File: src/rtl/rscl_pkg.sv
`default_nettype none
package rscl_pkg;
  // strap vector positions
  localparam int STRAP_LMEM_BIT   = 0;
  localparam int STRAP_HOST_BIT   = 1;
  localparam int STRAP_IOQ_BIT    = 2;
  localparam int STRAP_FLOAT_BIT  = 3;
  localparam int STRAP_KICK_BIT   = 4;
  localparam int STRAP_STOP_BIT   = 5;
  localparam int STRAP_W          = 6;
  // value of each strap when nothing was sampled yet
  localparam logic [5:0] STRAP_RESET_VAL = 6'h2D;
  // register byte offsets
  localparam logic [7:0] REG_STRAP_STATUS = 8'h00;
  localparam logic [7:0] REG_CLK_CTRL     = 8'h04;
  localparam logic [7:0] REG_PIN_STATUS   = 8'h08;
  // status field positions
  localparam int ST_VALID_BIT     = 8;
  localparam int ST_HOST_RSV_BIT  = 9;
  localparam int ST_KICK_RSV_BIT  = 10;
  localparam int ST_FLOAT_ON_BIT  = 12;
  localparam int PS_GRST_BIT      = 8;
  localparam int PS_SAMPLING_BIT  = 9;
  // clock control fields
  localparam int CC_EN_BIT        = 0;
  localparam int CC_DIV_LSB       = 4;
  localparam int CC_DIV_W         = 4;
  localparam logic [0:0] CC_EN_RESET  = 1'h1;
  localparam logic [3:0] CC_DIV_RESET = 4'h0;
  // frequency and depth encodings
  localparam int HOST_CLK_MHZ     = 100;
  localparam int LMEM_FAST_MHZ    = 133;
  localparam int LMEM_SLOW_MHZ    = 100;
  localparam logic [2:0] IOQ_DEEP    = 3'h4;
  localparam logic [2:0] IOQ_SHALLOW = 3'h1;
  localparam int SYNC_STAGES      = 2;
endpackage : rscl_pkg
`default_nettype wire

File: src/rtl/rscl_top.sv
// How it works
// - straps are sampled only while the global reset input is low.
// - local memory strap high selects 133 MHz, low selects 100 MHz.
// - host frequency strap low means 100 MHz; high is reserved and flagged.
// - queue depth strap high gives depth 4, low gives depth 1.
// - float strap low floats the strap pins and the cache clock outputs; high is normal operation.
// - kicker strap low selects the supported processors; high is flagged.
// - stop-mode strap high selects stop-grant, low selects quick-start.
// - system memory strap pins get a weak pull-up request during reset.
// - all derived clocks use the 100 MHz host clock as their reference.
// - two cache transmit clocks are made inside and driven out.
// - a loop-out clock is driven and the returned clock captures read data.
//
// Implementation choices: register access over Wishbone and the placing of the registers.
`default_nettype none
module rscl_top
  import rscl_pkg::*;
#(
  parameter int ADDR_W   = 8,
  parameter int CACHE_DW = 16
) (
  input  wire logic                CORE_CLK,
  input  wire logic                RST_N,
  input  wire logic                WB_CYC_I,
  input  wire logic                WB_STB_I,
  input  wire logic                WB_WE_I,
  input  wire logic [ADDR_W-1:0]   WB_ADR_I,
  input  wire logic [3:0]          WB_SEL_I,
  input  wire logic [31:0]         WB_DAT_I,
  output logic      [31:0]         WB_DAT_O,
  output logic                     WB_ACK_O,
  input  wire logic                GLOBAL_RESET_N,
  input  wire logic                LMEM_FREQ_STRAP_PIN,
  input  wire logic [4:0]          SMEM_STRAP_PIN_I,
  output logic      [4:0]          SMEM_STRAP_PIN_O,
  output logic      [4:0]          SMEM_STRAP_PIN_OE,
  output logic                     SMEM_PULLUP_EN,
  input  wire logic [4:0]          CORE_SMEM_O,
  input  wire logic [4:0]          CORE_SMEM_OE,
  output logic                     LMEM_FREQ_133,
  output logic                     HOST_FREQ_100,
  output logic [2:0]               IN_ORDER_QUEUE_DEPTH,
  output logic                     FLOAT_ALL,
  output logic                     STOP_GRANT_SEL,
  output logic                     CONFIG_VALID,
  output logic                     STRAP_RESERVED_ERR,
  output logic [1:0]               CACHE_TRANSMIT_CLOCKS,
  output logic                     CACHE_LOOP_OUT_CLOCK,
  output logic                     CACHE_CLK_OE,
  input  wire logic                CACHE_RECEIVE_CLOCK,
  input  wire logic [CACHE_DW-1:0] CACHE_RD_DATA,
  output logic [CACHE_DW-1:0]      CACHE_RD_Q,
  output logic                     CACHE_RD_VALID
);

  typedef enum logic [1:0] {
    ST_SAMPLE = 2'b01,
    ST_HOLD   = 2'b10
  } rscl_state_e;

  function automatic logic [31:0] rscl_zext6(input logic [5:0] v);
    rscl_zext6 = {26'h0, v};
  endfunction : rscl_zext6

  rscl_state_e           state_q;
  rscl_state_e           state_d;
  logic                  grst_n_s;
  logic [STRAP_W-1:0]    pins_s;
  logic [STRAP_W-1:0]    strap_q;
  logic                  valid_q;
  logic                  cc_en_q;
  logic [CC_DIV_W-1:0]   cc_div_q;
  logic [CC_DIV_W-1:0]   div_cnt_q;
  logic                  div_clk_q;
  logic                  rx_clk_s;
  logic                  rx_clk_prev_q;
  logic [CACHE_DW-1:0]   rx_data_s;
  logic                  ack_q;
  logic [31:0]           dat_q;
  logic                  req;
  logic                  wr_req;
  logic [ADDR_W-1:0]     reg_addr;
  logic                  float_on;
  logic                  sampling;
  logic                  host_rsv;
  logic                  kick_rsv;
  logic [31:0]           status_word;
  logic [31:0]           clkctl_word;
  logic [31:0]           pins_word;
  logic [31:0]           rd_word;

  // pin synchronisers
  rscl_sync #(
    .W    (1 + STRAP_W),
    .INIT ({1'b0, STRAP_RESET_VAL})
  ) u_pin_sync (
    .clk   (CORE_CLK),
    .rst_n (RST_N),
    .din   ({GLOBAL_RESET_N, SMEM_STRAP_PIN_I[4], SMEM_STRAP_PIN_I[3],
             SMEM_STRAP_PIN_I[2], SMEM_STRAP_PIN_I[1],
             SMEM_STRAP_PIN_I[0], LMEM_FREQ_STRAP_PIN}),
    .dout  ({grst_n_s, pins_s})
  );

  rscl_sync #(
    .W    (1 + CACHE_DW),
    .INIT ('0)
  ) u_rx_sync (
    .clk   (CORE_CLK),
    .rst_n (RST_N),
    .din   ({CACHE_RECEIVE_CLOCK, CACHE_RD_DATA}),
    .dout  ({rx_clk_s, rx_data_s})
  );

  // latch sequencer
  always_comb begin
    state_d = state_q;
    unique case (state_q)
      ST_SAMPLE: begin
        if (grst_n_s) begin
          state_d = ST_HOLD;
        end
      end
      ST_HOLD: begin
        if (!grst_n_s) begin
          state_d = ST_SAMPLE;
        end
      end
    endcase
  end

  always_ff @(posedge CORE_CLK) begin
    if (!RST_N) begin
      state_q <= ST_SAMPLE;
    end else begin
      state_q <= state_d;
    end
  end

  assign sampling = (state_q == ST_SAMPLE);

  // strap capture
  always_ff @(posedge CORE_CLK) begin
    if (!RST_N) begin
      strap_q <= STRAP_RESET_VAL;
    end else if (sampling && !grst_n_s) begin
      strap_q <= pins_s;
    end
  end

  // valid flag
  always_ff @(posedge CORE_CLK) begin
    if (!RST_N) begin
      valid_q <= 1'b0;
    end else if (state_q == ST_SAMPLE) begin
      valid_q <= grst_n_s;
    end
  end

  // decoded settings
  // local memory rate
  assign LMEM_FREQ_133 = strap_q[STRAP_LMEM_BIT];
  assign HOST_FREQ_100 = ~strap_q[STRAP_HOST_BIT];
  assign host_rsv      = strap_q[STRAP_HOST_BIT];
  assign IN_ORDER_QUEUE_DEPTH = strap_q[STRAP_IOQ_BIT] ? IOQ_DEEP
                                                       : IOQ_SHALLOW;
  assign float_on  = valid_q & ~strap_q[STRAP_FLOAT_BIT];
  assign FLOAT_ALL = float_on;
  assign kick_rsv  = strap_q[STRAP_KICK_BIT];
  assign STOP_GRANT_SEL     = strap_q[STRAP_STOP_BIT];
  assign CONFIG_VALID       = valid_q;
  assign STRAP_RESERVED_ERR = valid_q & (host_rsv | kick_rsv);

  // shared pin drive
  // weak pull during reset
  assign SMEM_PULLUP_EN    = sampling;
  assign SMEM_STRAP_PIN_O  = CORE_SMEM_O;
  assign SMEM_STRAP_PIN_OE = (sampling || float_on) ? 5'h00 : CORE_SMEM_OE;

  // cache clock divider
  // host clock reference
  always_ff @(posedge CORE_CLK) begin
    if (!RST_N) begin
      div_cnt_q <= CC_DIV_RESET;
      div_clk_q <= 1'b0;
    end else if (!cc_en_q) begin
      div_cnt_q <= CC_DIV_RESET;
      div_clk_q <= 1'b0;
    end else if (div_cnt_q >= cc_div_q) begin
      div_cnt_q <= CC_DIV_RESET;
      div_clk_q <= ~div_clk_q;
    end else begin
      div_cnt_q <= div_cnt_q + 4'h1;
    end
  end

  assign CACHE_TRANSMIT_CLOCKS = {div_clk_q, div_clk_q};
  assign CACHE_LOOP_OUT_CLOCK  = div_clk_q;
  assign CACHE_CLK_OE          = cc_en_q & ~float_on;

  // receive capture
  always_ff @(posedge CORE_CLK) begin
    if (!RST_N) begin
      rx_clk_prev_q <= 1'b0;
    end else begin
      rx_clk_prev_q <= rx_clk_s;
    end
  end

  always_ff @(posedge CORE_CLK) begin
    if (!RST_N) begin
      CACHE_RD_Q     <= '0;
      CACHE_RD_VALID <= 1'b0;
    end else begin
      CACHE_RD_VALID <= rx_clk_s & ~rx_clk_prev_q;
      if (rx_clk_s && !rx_clk_prev_q) begin
        CACHE_RD_Q <= rx_data_s;
      end
    end
  end

  // wishbone slave
  assign req      = WB_CYC_I & WB_STB_I & ~ack_q;
  assign wr_req   = req & WB_WE_I;
  assign reg_addr = {WB_ADR_I[ADDR_W-1:2], 2'b00};

  always_ff @(posedge CORE_CLK) begin
    if (!RST_N) begin
      ack_q <= 1'b0;
    end else begin
      ack_q <= req;
    end
  end

  // clock control register
  always_ff @(posedge CORE_CLK) begin
    if (!RST_N) begin
      cc_en_q  <= CC_EN_RESET;
      cc_div_q <= CC_DIV_RESET;
    end else if (wr_req && reg_addr == REG_CLK_CTRL && WB_SEL_I[0]) begin
      cc_en_q  <= WB_DAT_I[CC_EN_BIT];
      cc_div_q <= WB_DAT_I[CC_DIV_LSB +: CC_DIV_W];
    end
  end

  always_comb begin
    status_word = rscl_zext6(strap_q);
    status_word[ST_VALID_BIT]    = valid_q;
    status_word[ST_HOST_RSV_BIT] = valid_q & host_rsv;
    status_word[ST_KICK_RSV_BIT] = valid_q & kick_rsv;
    status_word[ST_FLOAT_ON_BIT] = float_on;
  end

  always_comb begin
    clkctl_word = 32'h0;
    clkctl_word[CC_EN_BIT] = cc_en_q;
    clkctl_word[CC_DIV_LSB +: CC_DIV_W] = cc_div_q;
  end

  always_comb begin
    pins_word = rscl_zext6(pins_s);
    pins_word[PS_GRST_BIT]     = grst_n_s;
    pins_word[PS_SAMPLING_BIT] = sampling;
  end

  // read mux, unmapped reads zero
  always_comb begin
    rd_word = 32'h0;
    if (reg_addr == REG_STRAP_STATUS) begin
      rd_word = status_word;
    end else if (reg_addr == REG_CLK_CTRL) begin
      rd_word = clkctl_word;
    end else if (reg_addr == REG_PIN_STATUS) begin
      rd_word = pins_word;
    end
  end

  always_ff @(posedge CORE_CLK) begin
    if (!RST_N) begin
      dat_q <= 32'h0;
    end else if (req && !WB_WE_I) begin
      dat_q <= rd_word;
    end
  end

  assign WB_ACK_O = ack_q;
  assign WB_DAT_O = dat_q;

endmodule : rscl_top
`default_nettype wire

File: src/rtl/rscl_sync.sv
`default_nettype none
module rscl_sync
  import rscl_pkg::*;
#(
  parameter int W = 1,
  parameter logic [W-1:0] INIT = '0
) (
  input  wire logic         clk,
  input  wire logic         rst_n,
  input  wire logic [W-1:0] din,
  output logic      [W-1:0] dout
);
  logic [W-1:0] meta_q;
  logic [W-1:0] sync_q;

  // two flops per bit
  always_ff @(posedge clk) begin
    if (!rst_n) begin
      meta_q <= INIT;
      sync_q <= INIT;
    end else begin
      meta_q <= din;
      sync_q <= meta_q;
    end
  end

  assign dout = sync_q;
endmodule : rscl_sync
`default_nettype wire

File: config.mk
export PLATFORM = sky130hd
export DESIGN_NAME = rscl_top
export DESIGN_NICKNAME = d
export VERILOG_FILES = /design/src/rtl/rscl_pkg.sv /design/src/rtl/rscl_top.sv /design/src/rtl/rscl_sync.sv
export SDC_FILE = /design/constraint.sdc
export NUM_CORES = 1
export LEC_CHECK = 0
export BUFFER_PORTS_ARGS = -buffer_cell sky130_fd_sc_hd__buf_2
export CAP_MARGIN = 20
export CORE_UTILIZATION = 47
export DETAILED_ROUTE_END_ITERATION = 10
export PLACE_DENSITY = 0.91
export SLEW_MARGIN = 10
export SYNTH_ARGS = -nofsm -noshare
export SYNTH_HDL_FRONTEND = slang
export SYNTH_SLANG_ARGS = --single-unit
File: constraint.sdc
create_clock -name CORE_CLK -period 2.3 [get_ports CORE_CLK]
set_clock_uncertainty 0.1 [all_clocks]
set_input_delay 0.345 -clock CORE_CLK [delete_from_list [all_inputs] [get_ports CORE_CLK]]
set_output_delay 0.345 -clock CORE_CLK [all_outputs]
set_load 0.02 [all_outputs]
# == Word-level counts from Yosys, hierarchy flattened ==
# Cells that the tools add are included.
# word_totals
regBits,118
latch_bits,0
ram_bits,0
rom_bits,0
input_bits,83
output_inout_bits,74
word_cells,63
n_memories,0
# classes
addsub,1
n_mul,0
n_div,0
n_lt_le_gt_ge,1
eq_ne,6
n_shift,0
mux,8
bitwise,18
reduce_logical,13
# ops
op,count
10-bit 2-to-1 mux,2
13-bit 2-to-1 mux,1
1-bit bitwise AND,9
8-bit zero test,1
1-bit inverter,8
"6-bit by 1-bit equality test with 1-bit output, second input constant",1
"6-bit by 2-bit equality test with 1-bit output, second input constant",1
1-bit logical AND,5
5-bit 2-to-1 mux,1
"4-bit by 1-bit adder with 4-bit output, second input constant",1
4-bit >= comparator,1
2-bit 2-to-1 mux,2
2-bit case mux with 2 select lines,1
2-bit AND reduction,2
1-bit zero test,3
3-bit 2-to-1 mux,1
3-bit OR reduction,1
"2-bit by 1-bit equality test with 1-bit output, second input constant",1
"2-bit equality test, second input constant",1
"2-bit by 1-bit inequality test with 1-bit output, second input constant",1
"2-bit inequality test, second input constant",1
1-bit logical OR,1
1-bit bitwise OR,1

# == Depth between registers and ports, before layout ==
# Gate-level depths: netlist of the first run.
# logic_depth
depth_word,5
ltp_mapped,6
depth_no_buf,6

# == By module ==
# Synthesis of the first run repeated with hierarchy kept, for this count alone.
# hier_totals
cells_unflattened,372
area_unflattened_um2,3597.2
# by_module_without_submodules
mod,instances,cells_per_inst,area_each_um2,seq_area_each_um2
rscl_top,1,272,2269.7,1001.0
rscl_sync at u_rx_sync,1,71,950.9,680.7
rscl_sync at u_pin_sync,1,29,376.6,280.3

# == Worst setup path before layout of the first run ==
# OpenSTA, ideal clock, no wires.
# synth_timing
kind,in2reg
from,input WB_ADR_I[5]
to,register cc_en_q
setup_time_ps,127
arrival_ps,1592
required_time_ps,2073
path_slack_ps,482
stages,4
n_path_buf,0
path_cell_list,or4_4 > nor4_4 > mux2i_1 > nand2_1
# synth_between
elab_chain_len,3
# synth_lines
element,line_no,source
"start, declared",rscl_top.sv:27,"input wire logic [ADDR_W-1:0] WB_ADR_I,"
6-bit by 1-bit equality test with 1-bit output,rscl_top.sv:240,end else if (wr_req && reg_addr == REG_CLK_CTRL && WB_SEL_I[0]) begin
1-bit logical AND (2 in series),rscl_top.sv:240,
"end signal, assigned",rscl_top.sv:241,cc_en_q <= WB_DAT_I[CC_EN_BIT];
"end, declared",rscl_top.sv:71,logic cc_en_q;
# No other way between the ends.
# A chain may end at the register's enable or synchronous reset.

# == Final worst setup path of the first run ==
# layout_timing
from,"register valid_q, in the netlist CONFIG_VALID"
to,output SMEM_STRAP_PIN_OE[3]
# layout_between
elab_chain_len,3
# layout_lines
element,line_no,source
"start, declared",rscl_top.sv:70,logic valid_q;
"start signal, assigned",rscl_top.sv:156,valid_q <= grst_n_s;
1-bit bitwise AND,rscl_top.sv:167,assign float_on = valid_q & ~strap_q[STRAP_FLOAT_BIT];
1-bit logical OR,rscl_top.sv:178,assign SMEM_STRAP_PIN_OE = (sampling || float_on) ? 5'h00 : CORE_SMEM_OE;
5-bit 2-to-1 mux,rscl_top.sv:178,
"end, declared",rscl_top.sv:36,"output logic [4:0] SMEM_STRAP_PIN_OE,"
# No other way between the ends.

==> results of run 1 <==
==> metrics by stage <==
| stage | instances | cell area, sq um | worst slack (ns) | utilization, % |
|---|---|---|---|---|
| after detailed placement | 543 | 3990 | 0.260 | 54.7 |
| after global placement | 543 | 3990 | 0.311 | 54.7 |
| after global routing | 559 | 4200 | 0.0643 | 57.6 |
| final | 559 | 4200 | 0.189 | 57.6 |
| after CTS | 559 | 4200 | 0.178 | 57.6 |
| after floorplan | 392 | 3630 | 0.482 | - |
==> critical path: stages (launching register included) <==
cell	delay, ns
dfxtp_1	0.45
nor2b_1	0.37
nor2_1	0.14
and2_1	0.19
buf_2	0.15
==> registers in the layout, summed over array words and instances, names as in the netlist <==
name                  count
u_rx_sync.dout           17
u_pin_sync.dout           7
CACHE_RD_VALID            1
CACHE_RD_Q               16
div_cnt_q                 4
state_q                   2
u_pin_sync.meta_q         7
cc_en_q                   1
u_rx_sync.meta_q         17
rx_clk_prev_q             1
strap_q                   6
WB_ACK_O                  1
CONFIG_VALID              1
WB_DAT_O                 12
CACHE_LOOP_OUT_CLOCK      1
cc_div_q                  4
==> power breakdown <==
part	total [mW]	switching [mW]	internal [mW]
clock	1.13	0.567	0.568
sequential	1.80	0.0336	1.76
combinational	0.385	0.234	0.151
==> logic make-up (layout without fill, tap and decap cells) <==
logic type	count (synthesis)	after routing
xor gates and xnor gates	3	3
other	1	21
and+or+nand+nor	152	152
AOI/OAI and AO/OA	43	43
buffers and inverters	56	124
adders and majority gates	5	5
DFF	98	98
muxes	14	14
==> synthesized netlist by cell type, types with 5 or more instances <==
| master | number | area share (%) |
|---|---|---|
| a21oi_1 | 18 | 2.5 |
| buf_4 | 29 | 6.1 |
| o21ai_0 | 9 | 1.3 |
| and2_1 | 46 | 8.1 |
| nor2_1 | 17 | 1.8 |
| nand2_1 | 60 | 6.3 |
| inv_1 | 9 | 0.95 |
| clkbuf_1 | 16 | 1.7 |
| nand3_1 | 6 | 0.85 |
| dfxtp_1 | 98 | 55 |
| nand2b_1 | 11 | 1.9 |
| mux2i_1 | 11 | 3.1 |
| ha_1 | 5 | 1.8 |
| o32ai_1 | 5 | 1.2 |
| nor2b_1 | 5 | 0.88 |
==> cell type report <==
class | instances | area, sq um
clock buffer | 11 | 151
fill | 609 | 3090
inverter | 10 | 37.5
tap | 99 | 124
timing repair buffer | 98 | 515
clock inverter | 5 | 61.3
sequential | 98 | 1960
multi-input combinational | 238 | 1350
==> metal layers <==
metal,vias up,track usage (%)
met4,0,8.37
met2,84,26.2
met5,-,0
met3,10,4.16
met1,1117,20.7
li1,1320,-
==> worst paths after layout <==
check / to
worst max-delay path: SMEM_STRAP_PIN_OE[3]
worst min-delay path: u_pin_sync.meta_q[0]
worst max register to register: div_cnt_q[3]
worst min register to register: u_pin_sync.dout[2]
==> flow_results.org, run 1 <==
** Detailed routing
- The first detailed-routing pass ran for 5 iterations.
- Number of remaining DRC errors :: 0
- In the detailed route, the total length drawn on met3 is 306 um.
- Routed met1 length :: 3.00 mm
- After detailed routing, the met2 layer carries 3.07 mm of wire.
- Antenna-violating nets left :: 0
- The first routing iteration left 159 violations.
- Total via count after detailed routing :: 2,531
- Max layer used :: met4
- Via density per instance :: between 4 and 5
- The routed design has around 6.5 mm of wire.
- After detailed routing, the average wire length per cell comes to 11.6 um.

** Layout
- Most common cell after layout, fill and taps aside :: dfxtp_1
- Final antenna diode count :: 0
- The library cells used most frequently in the layout, excluding fill and tap cells, are 98 x dfxtp_1, 93 x buf_2, 60 x nand2_1.
- Final nets :: roughly 540
- Ratio of cells with drive above 1 in the final layout :: 26.1%
- Relative to the synthesized area, the layout overhead comes to 18.2%.

** Global routing
- Largest net degree at the start of global routing :: 79
- The number of antenna violations at the first check in global routing came to 0.
- The via count of the first global-routing pass came to ~2,200.
- Gr ovfl total :: 0
- Global routing used 16.4% of the available tracks.
- First-pass GRT wire length :: 9.78 mm

** Clock network
- CTS tree :: done
- Maximum root-to-sink buffer count :: 2
- Number of sinks driven by the clock tree :: 98
- Number of buffers inserted by hold repair at cts :: 0
- In this run, CTS created clock tree buffers numbering 9.
- CTS H-tree lvls :: 3
- Clock-pin slew reported for the worst setup and hold paths after clock tree synthesis :: 0.10 ns
- Clock latency on the worst-skew pair, taken at its later pin, is 0.36 ns.
- Number of setup buffers added after CTS :: 0
- Buffer type at the clock tree root :: clkbuf_8
- The number of gates resized after CTS was 0.

** Place
- Buffers on Ports :: 93
- Routability congestion estimate :: about 0.8
- Detailed Place HPWL :: between 4 and 5 mm

** Synthesis
- Area share of xor/xnor cells in the synthesized design :: less than 1%
- Post-Synth Simple-Gate Area :: 22.0%
- After synthesis, the netlist uses 33 different library cells.
- Largest family of logic cells by synthesized area :: simple AND/OR/NAND/NOR gates
- Area fraction in compound gates after synthesis :: 7.18%
- Post-synth EDFFs :: 0
- Of the total synthesized cell area, the portion taken by full adders, half adders and majority gates is 1.76%.
- For this run, asynchronously set or reset flops after synthesis account for 0%.
- Most used flip-flop cell after synthesis :: dfxtp_1
- Mux share of post-synthesis cell area :: 4.05%
- Total standard cell area after synthesis :: between 0.003 and 0.004 sq mm
- Dividing the synthesized area by the synthesized cell count gives 9.55 sq um.
- Number of instances in the synthesized netlist :: 372
- Of the synthesized area, sequential elements account for 55.2%.
- During synthesis, Yosys emitted a total of 0 warnings.
- Post-synthesis sequential element count :: 98

** Worst setup path
- The most critical setup path has its startpoint at CONFIG_VALID.
- Data arrives at the worst endpoint at 1.67 ns.
- Critical path start-end classification :: register to primary output
- Length in cells of the worst reg-to-reg path :: 6
- Crit-path max FO :: 7
- Setup slack on the worst reg-to-reg path comes out at around 0.56 ns.
- For the worst setup path, the data required time is between 1.5 and 2 ns.
- STA classifies the critical path endpoint as a primary output.
- Startpoint type of the worst setup path :: register
- The startpoint identified for the worst register-to-register timing path is div_cnt_q[0].

** STA
- Setup repair after global routing missed its margin :: no
- Final TNS setup :: 0 ns
- Final Max Slew Viols :: 0
- Static timing analysis puts the maximum clock frequency at 474 MHz.
- Number of endpoints failing setup at the final stage :: 0
- Final hold violation count :: 0
- After layout, the minimum clock period comes to between 2 and 2.5 ns.
- Hold is met by 0.0639 ns.
- At the pin with the least slew margin, the transition time is approximately 0.66 ns.
- Worst relative slew slack :: 55.7%
- Dividing the final minimum period by the clock period gives between 90% and 100%.

** Power and ir drop
- VDD sags by at most between 300 and 400 uV.
- Power spread over the standard cell area amounts to 790 mW/mm^2.
- The analysis attributes to cell leakage a power of 1.86 nW.
- Overall power consumption after layout is estimated at around 3.3 mW.

** Min path
- Hold-critical path depth :: 2
- The worst hold path belongs to the class input port to register.
- The worst hold path begins at LMEM_FREQ_STRAP_PIN.

** Run status
- The flow ran to the end, and the final reports show no timing, DRC or antenna violations.

** Floorplanning
- The initialized floorplan defines 31 standard-cell rows.
- Effective utilization at floorplan :: 48.7%
- Horizontal extent of the die :: approximately 90 um
- Die Footprint :: 0.00791 sq mm
- Die span in y :: 89.0 um
- The total area inside the core boundary comes to ~0.0073 sq mm.
- In this run the count of I/O pins placed on the die edge is 157.

** Run
- Max-cap violations in this run came to 0.
Power figures use the tool's default switching activity.
==> inputs of run 2 (changes only) <==
--- a/config.mk
+++ b/config.mk
@@ -5,11 +5,12 @@
 export SDC_FILE = /design/constraint.sdc
 export NUM_CORES = 1
 export LEC_CHECK = 0
+export ABC_CLOCK_PERIOD_IN_PS = 2300
 export BUFFER_PORTS_ARGS = -buffer_cell sky130_fd_sc_hd__buf_2
 export CAP_MARGIN = 20
 export CORE_UTILIZATION = 47
 export DETAILED_ROUTE_END_ITERATION = 10
-export PLACE_DENSITY = 0.91
+export PLACE_DENSITY = 0.85
 export SLEW_MARGIN = 10
 export SYNTH_ARGS = -nofsm -noshare
 export SYNTH_HDL_FRONTEND = slang
==> flow_results.org, run 2 (same netlist as run 1, synthesis figures left out) <==
** Run status
- The flow ran to the end, and the final reports show no timing, DRC or antenna violations.

** Power and ir drop
- Portion of total power attributed to the clock network :: 32.7% (-1.5 points)
- Pleak :: 1.86 nW (-0.37%)
- Combinational fraction of design power :: 11.9% (+0.3 points)
- The maximum resistive drop on vdd came to 344 uV (-12%).
- The power density of the placed cells is 775 mW/mm^2 (-1.8%).
- The net switching power figure is 0.781 mW (-6.4%).
- The power share of the sequential group is 55.4% (+1.2 points).
- The switching power share of the total came to 24.1% (-1.1 points).
- The design internal power was 2.46 mW (-0.92%).

** Layout
- Register area :: 0.00196 sq mm (unchanged)
- The share of final-layout standard cells stronger than drive strength 1 was 25.9% (-0.16 points).
- Number of filler cells placed in the layout :: 661 (+8.5%)
- Total area of multi-input combinational cells :: 0.00135 sq mm (unchanged)
- Relative area change from synthesis to final layout :: 17.6%
- Commonest cells after routing, fill and taps aside :: 98 x dfxtp_1, 93 x buf_2, 60 x nand2_1
- The count of inserted antenna diode cells came to 0 (unchanged).
- Leaving out fill and tap cells, the most frequent cell in the layout is dfxtp_1.
- The final-stage net count is 545 (+0.37%).

** Place
- The routability-driven placement congestion ratio came to 0.789 (-0.24%).
- The HPWL reported at the end of detailed placement was 4.81 mm (+1.1%).
- Buffers on Ports :: 93 (unchanged)
- The pre-CTS worst setup slack came to 0.304 ns (+0.0439 ns).

** Clock network
- TritonCTS built the clock tree.
- Buffer type at the clock tree root :: clkbuf_8
- Clock-pin slew reported for the worst setup and hold paths after clock tree synthesis :: 0.08 ns (-0.02 ns)
- Number of setup buffers added after CTS :: 0 (unchanged)
- Total clock buffers created by CTS :: 9 (unchanged)
- CTS H-tree lvls :: 3 (unchanged)
- Skew-Pair Late Insertion Delay :: 0.35 ns (about the same)
- The clock sink total came to 98 (unchanged).
- The hold buffer count at CTS came to 0 (unchanged).
- The number of gates resized after cts is 0 (unchanged).
- Maximum root-to-sink buffer count :: 2 (unchanged)

** Worst setup path
- The delay of the slowest critical-path stage is 0.45 ns (about the same).
- Worst Path Arrival :: 1.64 ns (-0.03 ns)
- The maximum fanout along the worst path came to 7 (unchanged).
- Worst Path Buf+Inv :: 1 (unchanged)
- In this run the critical register-to-register path is launched from WB_ACK_O.
- Among cell families on the critical path, the largest total delay comes from simple AND/OR/NAND/NOR gates.
- Required time of the critical path :: 1.86 ns (about the same)
- Source of the critical timing path :: CONFIG_VALID
- The worst setup path is captured at a primary output.
- Startpoint type of the worst setup path :: register
- The slowest stage of the critical path is the dfxtp_1 cell.
- Chain of cells forming the critical path :: nor2b_1, nor2_1, and2_1, buf_2
- Critical path start-end classification :: register to primary output

** STA
- The headroom to the max-slew limit came to 55.3% (-0.41 points).
- The worst path setup slack after routing was 0.210 ns (+0.0213 ns).
- Final hold violation count :: 0 (unchanged)
- The time the final worst path needs with I/O delays and setup is 2.09 ns (-0.0213 ns).
- The worst-margin pin slew was 0.668 ns (+0.00607 ns).
- The final-layout setup total negative slack came to 0 ns (unchanged).
- Final clock period utilization by the worst path :: 90.9% (-0.93 points)
- Peak clock frequency supported by timing :: 478 MHz (+1.0%)
- Setup repair after global routing left no endpoint under its margin.
- Final Max Slew Viols :: 0 (unchanged)
- The final setup violation count came to 0 (unchanged).

** Min path
- Kind of path behind the tightest hold check :: input port to register
- Min-Delay Startpoint :: SMEM_STRAP_PIN_I[2]

** Detailed routing
- Number of remaining DRC errors :: 0 (unchanged)
- Iter 0 DRT Violations :: 127 (-20%)
- The average wire per standard cell came to 11.7 um (+0.86%).
- Via density per instance :: 4.60 (+1.6%)
- The first-pass detailed-route iteration total was 4 (-1).
- The routed wire length is 6.55 mm (+0.68%).
- Antenna-violating nets left :: 0 (unchanged)
- Total via count after detailed routing :: 2,567 (+1.4%)

** Floorplanning
- Std-Cell Rows :: 31 (unchanged)
- Horizontal extent of the die :: 89.0 um (unchanged)
- The number of top-level design ports came to 157 (unchanged).
- The die area is 0.00791 sq mm (unchanged).
- The initial core utilization was 48.7% (unchanged).
- Placeable core region :: 0.00729 sq mm (unchanged)
- The die height came to 89.0 um (unchanged).

** Run
- The total of max-cap violations came to 0 (unchanged).

** Global routing
- The wire length of the first global-routing pass was 10.1 mm (+3.1%).
- In this run the most used layer during global routing was met2.
- GR Util met1 :: 22.4% (+1.7 points)
- The via count of the first global-routing pass was 2,264 (+2.7%).
- The global routing usage on met2 was 25.8% (-0.42 points).
- The number of antenna violations at the first check in global routing was 0 (unchanged).
- The met3 demand-to-capacity share in global routing is 4.62% (+0.46 points).
- Largest net degree at the start of global routing :: 33 (-58%)
- The overflow left after global routing is 0 (unchanged).
- Overall Global Routing Usage :: 16.7% (+0.34 points)
-- run 2: worst paths after layout --
path                     endpoint  slack [ns]  cells after the start
max reg2reg           WB_DAT_O[8]        0.46                      4
min reg2reg    u_pin_sync.dout[5]        0.30                      1
min          u_pin_sync.meta_q[3]        0.08                      2
max          SMEM_STRAP_PIN_OE[3]        0.21                      4
-- run 2: power groups by stage --
| stage | logic (mW) | registers (mW) | clock network, mW |
|---|---|---|---|
| after floorplan | 0.305 | 1.84 | 0 |
| after global placement | 0.379 | 1.83 | 0 |
| after detailed placement | 0.388 | 1.84 | 0 |
| after CTS | 0.390 | 1.80 | 1.09 |
| after global routing | 0.430 | 1.81 | 1.17 |
| final | 0.386 | 1.80 | 1.06 |
-- run 2: stage by stage --
step / util (%) / total power [mW] / cells / area, sq um / hold WS (ns)
after global placement: 54.7 / 2.21 / 545 / 3990 / 0.296
after detailed placement: 54.7 / 2.22 / 545 / 3990 / 0.300
final: 57.3 / 3.24 / 558 / 4180 / 0.0790
after CTS: 57.3 / 3.27 / 558 / 4180 / 0.0576
after floorplan: - / 2.15 / 392 / 3630 / 0.286
after global routing: 57.3 / 3.40 / 558 / 4180 / 0.0658
-- run 2: layout make-up --
type	count	area share, %
timing repair buffer	100	12.4
inverter	10	0.898
clock inverter	2	0.928
clock buffer	11	3.62
multi-input combinational	238	32.2
sequential	98	46.9
tap	99	2.96
-- run 2: metal layers --
metal  up-vias  part of all wire (%)  wire [um]
met5         -                     0          0
met4         0                  0.24         16
met3         3                   4.5        292
met2        86                    48       3130
met1      1159                    48       3120
li1       1319                     -          -
